**src/rtl/event_mask_pkg.sv**
```systemverilog
// Behaviour
// - A 16-bit fieldbus event mask, written only from the fieldbus side and read-only from the host, selects which fieldbus event request bits reach frame event fields.
// - A 32-bit host event mask, written only from the host port and read-only from the fieldbus side, resets to 00ffff0f and routes application events to the host interrupt.
// - Fieldbus event request bits 7 to 4 mirror the pending status of buffer sync channels 3 to 0.
// - Fieldbus event request bit 3 sets on an application-layer status change and clears on a fieldbus read of the application-layer status register.
// - Fieldbus event request bit 2 sets on a data-link status change and clears on a fieldbus read of the data-link status register.
// - Fieldbus event request bit 0 sets on any latch input change and clears once the fieldbus side has read the latch event times.
// - Multi-byte registers place the least significant byte at the lowest address.
// - The application event request register is a 32-bit read-only register at 0220.
`default_nettype none
package event_mask_pkg;

  localparam int ADDR_W = 16;

  // Register byte addresses
  localparam logic [15:0] FB_MASK_OFS = 16'h0200;
  localparam logic [15:0] HOST_MASK_OFS = 16'h0204;
  localparam logic [15:0] FB_REQ_OFS = 16'h0210;
  localparam logic [15:0] APP_REQ_OFS = 16'h0220;
  localparam logic [15:0] AL_STATUS_OFS = 16'h0130;
  localparam logic [15:0] DL_STATUS_OFS = 16'h0110;

  // Register sizes in bytes
  localparam logic [2:0] FB_MASK_BYTES = 3'd2;
  localparam logic [2:0] HOST_MASK_BYTES = 3'd4;
  localparam logic [2:0] FB_REQ_BYTES = 3'd2;
  localparam logic [2:0] APP_REQ_BYTES = 3'd4;
  localparam logic [2:0] STATUS_BYTES = 3'd2;

  // Values after reset
  localparam logic [15:0] FB_MASK_RST = 16'h0000;
  localparam logic [31:0] HOST_MASK_RST = 32'h00ff_ff0f;

  // Field positions in the fieldbus event request
  localparam int REQ_LATCH_BIT = 0;
  localparam int REQ_DL_BIT = 2;
  localparam int REQ_AL_BIT = 3;
  localparam int REQ_SYNC_LSB = 4;

  // Implemented bits of the application event request
  localparam logic [31:0] APP_REQ_USED = 32'h0000_0f7f;

endpackage : event_mask_pkg
`default_nettype wire

```
**src/rtl/latch_edge_sync.sv**
```systemverilog
`timescale 1ns/1ps
`default_nettype none
module latch_edge_sync #(
  parameter int WIDTH = 2
) (
  input wire logic ref_clk,
  input wire logic arst_n,
  input wire logic [WIDTH-1:0] pin_in,
  output logic any_change
);
  logic [WIDTH-1:0] meta_r;
  logic [WIDTH-1:0] sync_r;
  logic [WIDTH-1:0] prev_r;
  logic primed_r;

  // Two-stage synchroniser, only the second stage is looked at
  always_ff @(posedge ref_clk or negedge arst_n) begin
    if (!arst_n) begin
      meta_r <= '0;
      sync_r <= '0;
    end else begin
      meta_r <= pin_in;
      sync_r <= meta_r;
    end
  end

  // History stage; first sample after reset is not a change
  always_ff @(posedge ref_clk or negedge arst_n) begin
    if (!arst_n) begin
      prev_r <= '0;
      primed_r <= 1'b0;
    end else begin
      prev_r <= sync_r;
      primed_r <= 1'b1;
    end
  end

  assign any_change = primed_r && (sync_r != prev_r);
endmodule // latch_edge_sync
`default_nettype wire

```
**src/rtl/event_request_mask_unit.sv**
```systemverilog
`timescale 1ns/1ps
`default_nettype none
module event_request_mask_unit (
  input wire logic ref_clk,
  input wire logic arst_n,
  // Fieldbus side byte access
  input wire logic [event_mask_pkg::ADDR_W-1:0] fb_addr,
  input wire logic fb_wr,
  input wire logic fb_rd,
  input wire logic [7:0] fb_wdata,
  output logic [7:0] fb_rdata,
  // Local host port byte access
  input wire logic [event_mask_pkg::ADDR_W-1:0] host_addr,
  input wire logic host_wr,
  input wire logic host_rd,
  input wire logic [7:0] host_wdata,
  output logic [7:0] host_rdata,
  // Event sources
  input wire logic [3:0] sync_chan_pending,
  input wire logic al_status_change,
  input wire logic dl_status_change,
  input wire logic latch_input_zero,
  input wire logic latch_input_one,
  input wire logic latch_times_read,
  input wire logic [31:0] app_event_request,
  // Results
  output logic [15:0] frame_event_field,
  output logic host_irq
);
  import event_mask_pkg::*;

  logic [15:0] fb_mask_r;
  logic [31:0] host_mask_r;
  logic [3:0] sync_mirror_r;
  logic al_evt_r;
  logic dl_evt_r;
  logic latch_evt_r;
  logic [15:0] fb_req;
  logic [31:0] app_req;
  logic latch_change;
  logic [7:0] fb_rdata_r;
  logic [7:0] host_rdata_r;
  logic [15:0] frame_evt_r;
  logic host_irq_r;

  ////////////////////////////////////////////////////////////////////////////
  // Decode helpers

  // True when addr falls inside a register of size bytes at base
  function automatic logic hit(input logic [15:0] addr, input logic [15:0] base,
                               input logic [2:0] size);
    logic [15:0] top;
    top = base + 16'(size);
    hit = (addr >= base) && (addr < top);
  endfunction

  // byte lane order
  // Byte of a word, lowest address holds the least significant byte
  function automatic logic [7:0] lane(input logic [31:0] word, input logic [1:0] sel);
    lane = word[8*sel +: 8];
  endfunction

  ////////////////////////////////////////////////////////////////////////////
  // Latch pins

  latch_edge_sync #(
    .WIDTH(2)
  ) u_latch_sync (
    .ref_clk(ref_clk),
    .arst_n(arst_n),
    .pin_in({latch_input_one, latch_input_zero}),
    .any_change(latch_change)
  );

  ////////////////////////////////////////////////////////////////////////////
  // Mask registers

  // fieldbus-only write
  // Fieldbus mask, host writes to it are ignored
  always_ff @(posedge ref_clk or negedge arst_n) begin
    if (!arst_n) begin
      fb_mask_r <= FB_MASK_RST;
    end else if (fb_wr && hit(fb_addr, FB_MASK_OFS, FB_MASK_BYTES)) begin
      fb_mask_r[8*fb_addr[0] +: 8] <= fb_wdata;
    end
  end

  // host-only write
  // Host mask, fieldbus writes to it are ignored
  always_ff @(posedge ref_clk or negedge arst_n) begin
    if (!arst_n) begin
      host_mask_r <= HOST_MASK_RST;
    end else if (host_wr && hit(host_addr, HOST_MASK_OFS, HOST_MASK_BYTES)) begin
      host_mask_r[8*host_addr[1:0] +: 8] <= host_wdata;
    end
  end

  ////////////////////////////////////////////////////////////////////////////
  // Fieldbus event request

  always_ff @(posedge ref_clk or negedge arst_n) begin
    if (!arst_n) begin
      sync_mirror_r <= '0;
    end else begin
      sync_mirror_r <= sync_chan_pending;
    end
  end

  // status change flag
  // Set wins over a clearing read in the same cycle
  always_ff @(posedge ref_clk or negedge arst_n) begin
    if (!arst_n) begin
      al_evt_r <= 1'b0;
    end else if (al_status_change) begin
      al_evt_r <= 1'b1;
    end else if (fb_rd && hit(fb_addr, AL_STATUS_OFS, STATUS_BYTES)) begin
      al_evt_r <= 1'b0;
    end
  end

  always_ff @(posedge ref_clk or negedge arst_n) begin
    if (!arst_n) begin
      dl_evt_r <= 1'b0;
    end else if (dl_status_change) begin
      dl_evt_r <= 1'b1;
    end else if (fb_rd && hit(fb_addr, DL_STATUS_OFS, STATUS_BYTES)) begin
      dl_evt_r <= 1'b0;
    end
  end

  // latch change flag
  // Cleared by the latch units once their times have been read
  always_ff @(posedge ref_clk or negedge arst_n) begin
    if (!arst_n) begin
      latch_evt_r <= 1'b0;
    end else if (latch_change) begin
      latch_evt_r <= 1'b1;
    end else if (latch_times_read) begin
      latch_evt_r <= 1'b0;
    end
  end

  // Assemble request; reserved bits read zero
  always_comb begin
    fb_req = '0;
    fb_req[REQ_SYNC_LSB +: 4] = sync_mirror_r;
    fb_req[REQ_AL_BIT] = al_evt_r;
    fb_req[REQ_DL_BIT] = dl_evt_r;
    fb_req[REQ_LATCH_BIT] = latch_evt_r;
  end

  assign app_req = app_event_request & APP_REQ_USED;

  ////////////////////////////////////////////////////////////////////////////
  // Event outputs

  always_ff @(posedge ref_clk or negedge arst_n) begin
    if (!arst_n) begin
      frame_evt_r <= '0;
      host_irq_r <= 1'b0;
    end else begin
      frame_evt_r <= fb_req & fb_mask_r;
      host_irq_r <= |(app_req & host_mask_r);
    end
  end

  ////////////////////////////////////////////////////////////////////////////
  // Read data

  // Fieldbus read port, unmapped bytes read zero
  always_ff @(posedge ref_clk or negedge arst_n) begin
    if (!arst_n) begin
      fb_rdata_r <= '0;
    end else if (fb_rd) begin
      if (hit(fb_addr, FB_MASK_OFS, FB_MASK_BYTES)) begin
        fb_rdata_r <= lane({16'h0000, fb_mask_r}, fb_addr[1:0]);
      end else if (hit(fb_addr, HOST_MASK_OFS, HOST_MASK_BYTES)) begin
        fb_rdata_r <= lane(host_mask_r, fb_addr[1:0]);
      end else if (hit(fb_addr, FB_REQ_OFS, FB_REQ_BYTES)) begin
        fb_rdata_r <= lane({16'h0000, fb_req}, fb_addr[1:0]);
      end else if (hit(fb_addr, APP_REQ_OFS, APP_REQ_BYTES)) begin
        fb_rdata_r <= lane(app_req, fb_addr[1:0]);
      end else begin
        fb_rdata_r <= 8'h00;
      end
    end
  end

  // Host read port, same map
  always_ff @(posedge ref_clk or negedge arst_n) begin
    if (!arst_n) begin
      host_rdata_r <= '0;
    end else if (host_rd) begin
      if (hit(host_addr, FB_MASK_OFS, FB_MASK_BYTES)) begin
        host_rdata_r <= lane({16'h0000, fb_mask_r}, host_addr[1:0]);
      end else if (hit(host_addr, HOST_MASK_OFS, HOST_MASK_BYTES)) begin
        host_rdata_r <= lane(host_mask_r, host_addr[1:0]);
      end else if (hit(host_addr, FB_REQ_OFS, FB_REQ_BYTES)) begin
        host_rdata_r <= lane({16'h0000, fb_req}, host_addr[1:0]);
      end else if (hit(host_addr, APP_REQ_OFS, APP_REQ_BYTES)) begin
        host_rdata_r <= lane(app_req, host_addr[1:0]);
      end else begin
        host_rdata_r <= 8'h00;
      end
    end
  end

  assign fb_rdata = fb_rdata_r;
  assign host_rdata = host_rdata_r;
  assign frame_event_field = frame_evt_r;
  assign host_irq = host_irq_r;
endmodule // event_request_mask_unit
`default_nettype wire

```
**config.mk**
```make
export PLATFORM = sky130hd
export DESIGN_NAME = event_request_mask_unit
export DESIGN_NICKNAME = d
export VERILOG_FILES = /design/src/rtl/event_mask_pkg.sv /design/src/rtl/latch_edge_sync.sv /design/src/rtl/event_request_mask_unit.sv
export SDC_FILE = /design/constraint.sdc
export NUM_CORES = 1
export LEC_CHECK = 0
export BUFFER_PORTS_ARGS = -buffer_cell sky130_fd_sc_hd__buf_4
export CELL_PAD_IN_SITES_DETAIL_PLACEMENT = 0
export CELL_PAD_IN_SITES_GLOBAL_PLACEMENT = 1
export CORE_UTILIZATION = 44
export CTS_CLUSTER_SIZE = 25
export DETAILED_ROUTE_END_ITERATION = 6
export PLACE_DENSITY = 0.89
export SLEW_MARGIN = 20
export SYNTH_ARGS = -nofsm -noshare
export SYNTH_HDL_FRONTEND = slang
export SYNTH_SLANG_ARGS = --single-unit
```
**constraint.sdc**
```tcl
create_clock -name ref_clk -period 2.7 [get_ports ref_clk]
set_clock_uncertainty 0.2 [all_clocks]
set_input_delay 0.405 -clock ref_clk [delete_from_list [all_inputs] [get_ports ref_clk]]
set_output_delay 0.405 -clock ref_clk [all_outputs]
set_load 0.01 [all_outputs]
```
==> flow_summary.toml <==
[cells_and_area]
final_nets = 655
final_layout_size_suffix_gt1_share_pct = 35.5
area_delta_synth_final_pct = 24.1
layoutNonFillerInstCount = 697
n_antenna_cell = 0

[critical_path]
path_max_fanout = 12
crit_buf_inv = 2
r2r-start = "host_mask_r[6]$_DFFE_PN0P_"
r2r_end = "host_rdata[6]$_DFFE_PN0P_"
critPathMaxStageDelay_ns = 0.42
cp.arrival_ns = 2.06
path_delay_family = "simple AND/OR/NAND/NOR gates"
required_ns = 2.74
setup.worst_path.start_class = "input port"
r2r_slack_ns = 0.92
path_class = "in2reg"
cp_common_cell = "buf_4"
cp-end-kind = "register"
rr_worst_depth = 3
critical_path.slowest_cell = "nor4_1"
crit_chain = "buf_4, nor4_1, nand4_1, nor3b_4, buf_4, mux2_2"

[grt]
antenna_found_initial = 0
grt_usage_pct = 24.2
grt_max_degree = 43
grt_pass1_vias = 3944
globalRoute.totalOverflow = 0
grt_first_pass_wirelength_um = 20800

[die]
core-area_mm2 = 0.0105
num_rows = 37
fp.dieW_um = 107
start_util_pct = 46.1
die_y_um = 107
ios = 128
die_area_mm2 = 0.0114

[yosys]
synth_top_area_share_pct = 34.2
synthDistinctLibCells = 58
ys_seq_area_share_pct = 45.1
syn_inst = 442
ys_ff_latch = 86
ys.flop_type = "dfrtp_1"
synth-edff-count = 0
synthesis.area_mm2 = 0.00483
yosysTopAreaCell = "dfrtp_1"
syn_area_per_cell_um2 = 10.9
yosys_warnings = 0
postSynth.asyncResetShare_pct = 100
synth_area_leaders = "dfrtp_1, dfstp_2, mux4_2"

[timing]
rsz0062_at_grt = "no"
fin_crit_ns = 2.03
hold_viol = 0
period_share_pct = 75.1
final_max_slew_viol_count = 0
worst_pin_slew_ns = 0.562
relSlewSlack_pct = 62.5
finalSetupTns_ns = 0
layout_setup_ws_ns = 0.672
setup_viol = 0
max_freq_mhz = 493

[detailed_routing]
wire_per_inst_um = 18.6
via_count = 3956
first_pass_iters = 5
drtIter0Drc = 296
viasPerCell = 5.68
routed_wl_um = 13000
ant_nets = 0
drc = 0

[placed_design]
io_buffers = 97
post-place-ws_ns = 0.316
post-dp-hpwl_um = 9910
placed_cells = 674
gp_congestion = 0.890

[clock_network]
clkSinkCount = 86
clk_path_buf_depth = 2
numCtsBuffers = 9
cts-resized-gates = 0
htree_num_levels = 3
clockRootBuffer = "clkbuf_8"
clkSlewWorstSetupHoldPaths_ns = 0.08
tritoncts = "built"
insertion_delay_ns = 0.36

[hold_path]
holdPathStages = 2
holdPathEnd = "latch_evt_r$_DFFE_PN0P_"
hold_start = "latch_times_read"
hold_class = "in2reg"

[power]
power_density_mw_per_mm2 = 433
leakagePower_nw = 2.84
peakVddDrop_uv = 250

[job]
drv_cap = 0

[outcome]
status = "finished clean"
==> registers in the layout, indices dropped and copies added, names as in the netlist, 2 cells and up <==
signal and count:
u_latch_sync.sync_r 2, host_rdata 8, fb_rdata 8, frame_event_field 7, u_latch_sync.meta_r 2, sync_mirror_r 4
host_mask_r 32, u_latch_sync.prev_r 2, fb_mask_r 16
==> timing repair <==
action,4_1_cts,5_1_grt
buffers inserted,0,0
hold endpoints to repair,46,0
hold buffers,7,0
==> routing by layer <==
| metal | global-route usage, % | vias up | wire (µm) |
|---|---|---|---|
| li1 | - | 1845 | - |
| met4 | 10.4 | 0 | 405 |
| met1 | 32.8 | 1922 | 5500 |
| met3 | 4.26 | 21 | 908 |
| met5 | 0 | - | 0 |
| met2 | 38.1 | 168 | 6140 |
==> synth_stat cells (5+ instances only) <==
cell      number
a221oi_1       5
dfstp_2       20
nand2_1       52
nor2_1        46
mux2i_1       23
a222oi_1       5
nand2b_1       6
a22oi_1       10
nand4_1        5
mux2_2        21
a21oi_1        9
dfrtp_1       66
nor4_1         8
o21ai_0       17
buf_2         10
buf_4          9
nor3_1         8
inv_1          8
and2_1         7
mux4_2        14
a21o_1        24
==> logic make-up after synthesis <==
logic type	after synthesis	synth area share (%)
other cells	2	0.156
fa+ha+maj	4	1.04
compound gates	89	13.0
mux	58	16.2
simple gates	166	19.8
xor+xnor	2	0.363
buf+inv	35	4.33
flops	86	45.1
==> worst max path at each step <==
| stage | cells past startpoint | slack [ns] | to | startpoint |
|---|---|---|---|---|
| 2_1_floorplan | 9 | 0.24 | host_mask_r[16]$_DFFE_PN1P_ | host_addr[1] |
| 3_3_place_gp | 6 | 0.34 | fb_mask_r[7]$_DFFE_PN0P_ | fb_addr[1] |
| 6_report | 6 | 0.67 | fb_mask_r[7]$_DFFE_PN0P_ | fb_addr[1] |
| 4_1_cts | 6 | 0.69 | fb_mask_r[1]$_DFFE_PN0P_ | fb_addr[1] |
| 3_5_place_dp | 6 | 0.32 | fb_mask_r[1]$_DFFE_PN0P_ | fb_addr[1] |
| 5_1_grt | 6 | 0.59 | fb_rdata[7]$_DFFE_PN0P_ | fb_addr[1] |
==> cells in the final DEF, fill, tap and decap left out, types with 9 or more instances in the layout <==
| cell | n |
|---|---|
| mux2i_1 | 23 |
| a22oi_1 | 10 |
| conb_1 | 10 |
| nand2_1 | 52 |
| nor2_1 | 46 |
| a21o_1 | 24 |
| mux2_2 | 21 |
| dfrtp_1 | 66 |
| clkbuf_8 | 9 |
| a21oi_1 | 9 |
| dfstp_2 | 20 |
| buf_4 | 113 |
| o21ai_0 | 17 |
| mux4_2 | 14 |
==> through the flow <==
stage          util (%)  power, mW  hold WS, ns  instance area [µm²]
6_report           57.2       2.59       0.0324                 5990
4_1_cts            57.2       2.60       0.0277                 5990
3_5_place_dp       54.7       1.68        0.135                 5720
3_3_place_gp       54.7       1.68        0.133                 5720
2_1_floorplan         -       1.49      -0.0906                 4860
5_1_grt            57.2       2.69       0.0387                 5990
==> area by class of cell <==
| class | count | area [µm²] |
|---|---|---|
| sequential | 86 | 2180 |
| clock buffer | 10 | 128 |
| clock inverter | 6 | 71.3 |
| multi-input combinational | 329 | 2470 |
| timing repair buffer | 121 | 938 |
| fill | 903 | 4470 |
| inverter | 9 | 33.8 |
| tap | 136 | 170 |
==> power by group <==
group | switching [mW] | leakage (nW) | internal, mW | total (mW)
combinational | 0.181 | 1.67 | 0.159 | 0.340
sequential | 0.0178 | 1.07 | 1.31 | 1.33
clock | 0.486 | 0.0984 | 0.436 | 0.923
Power figures use the tool's default switching activity.
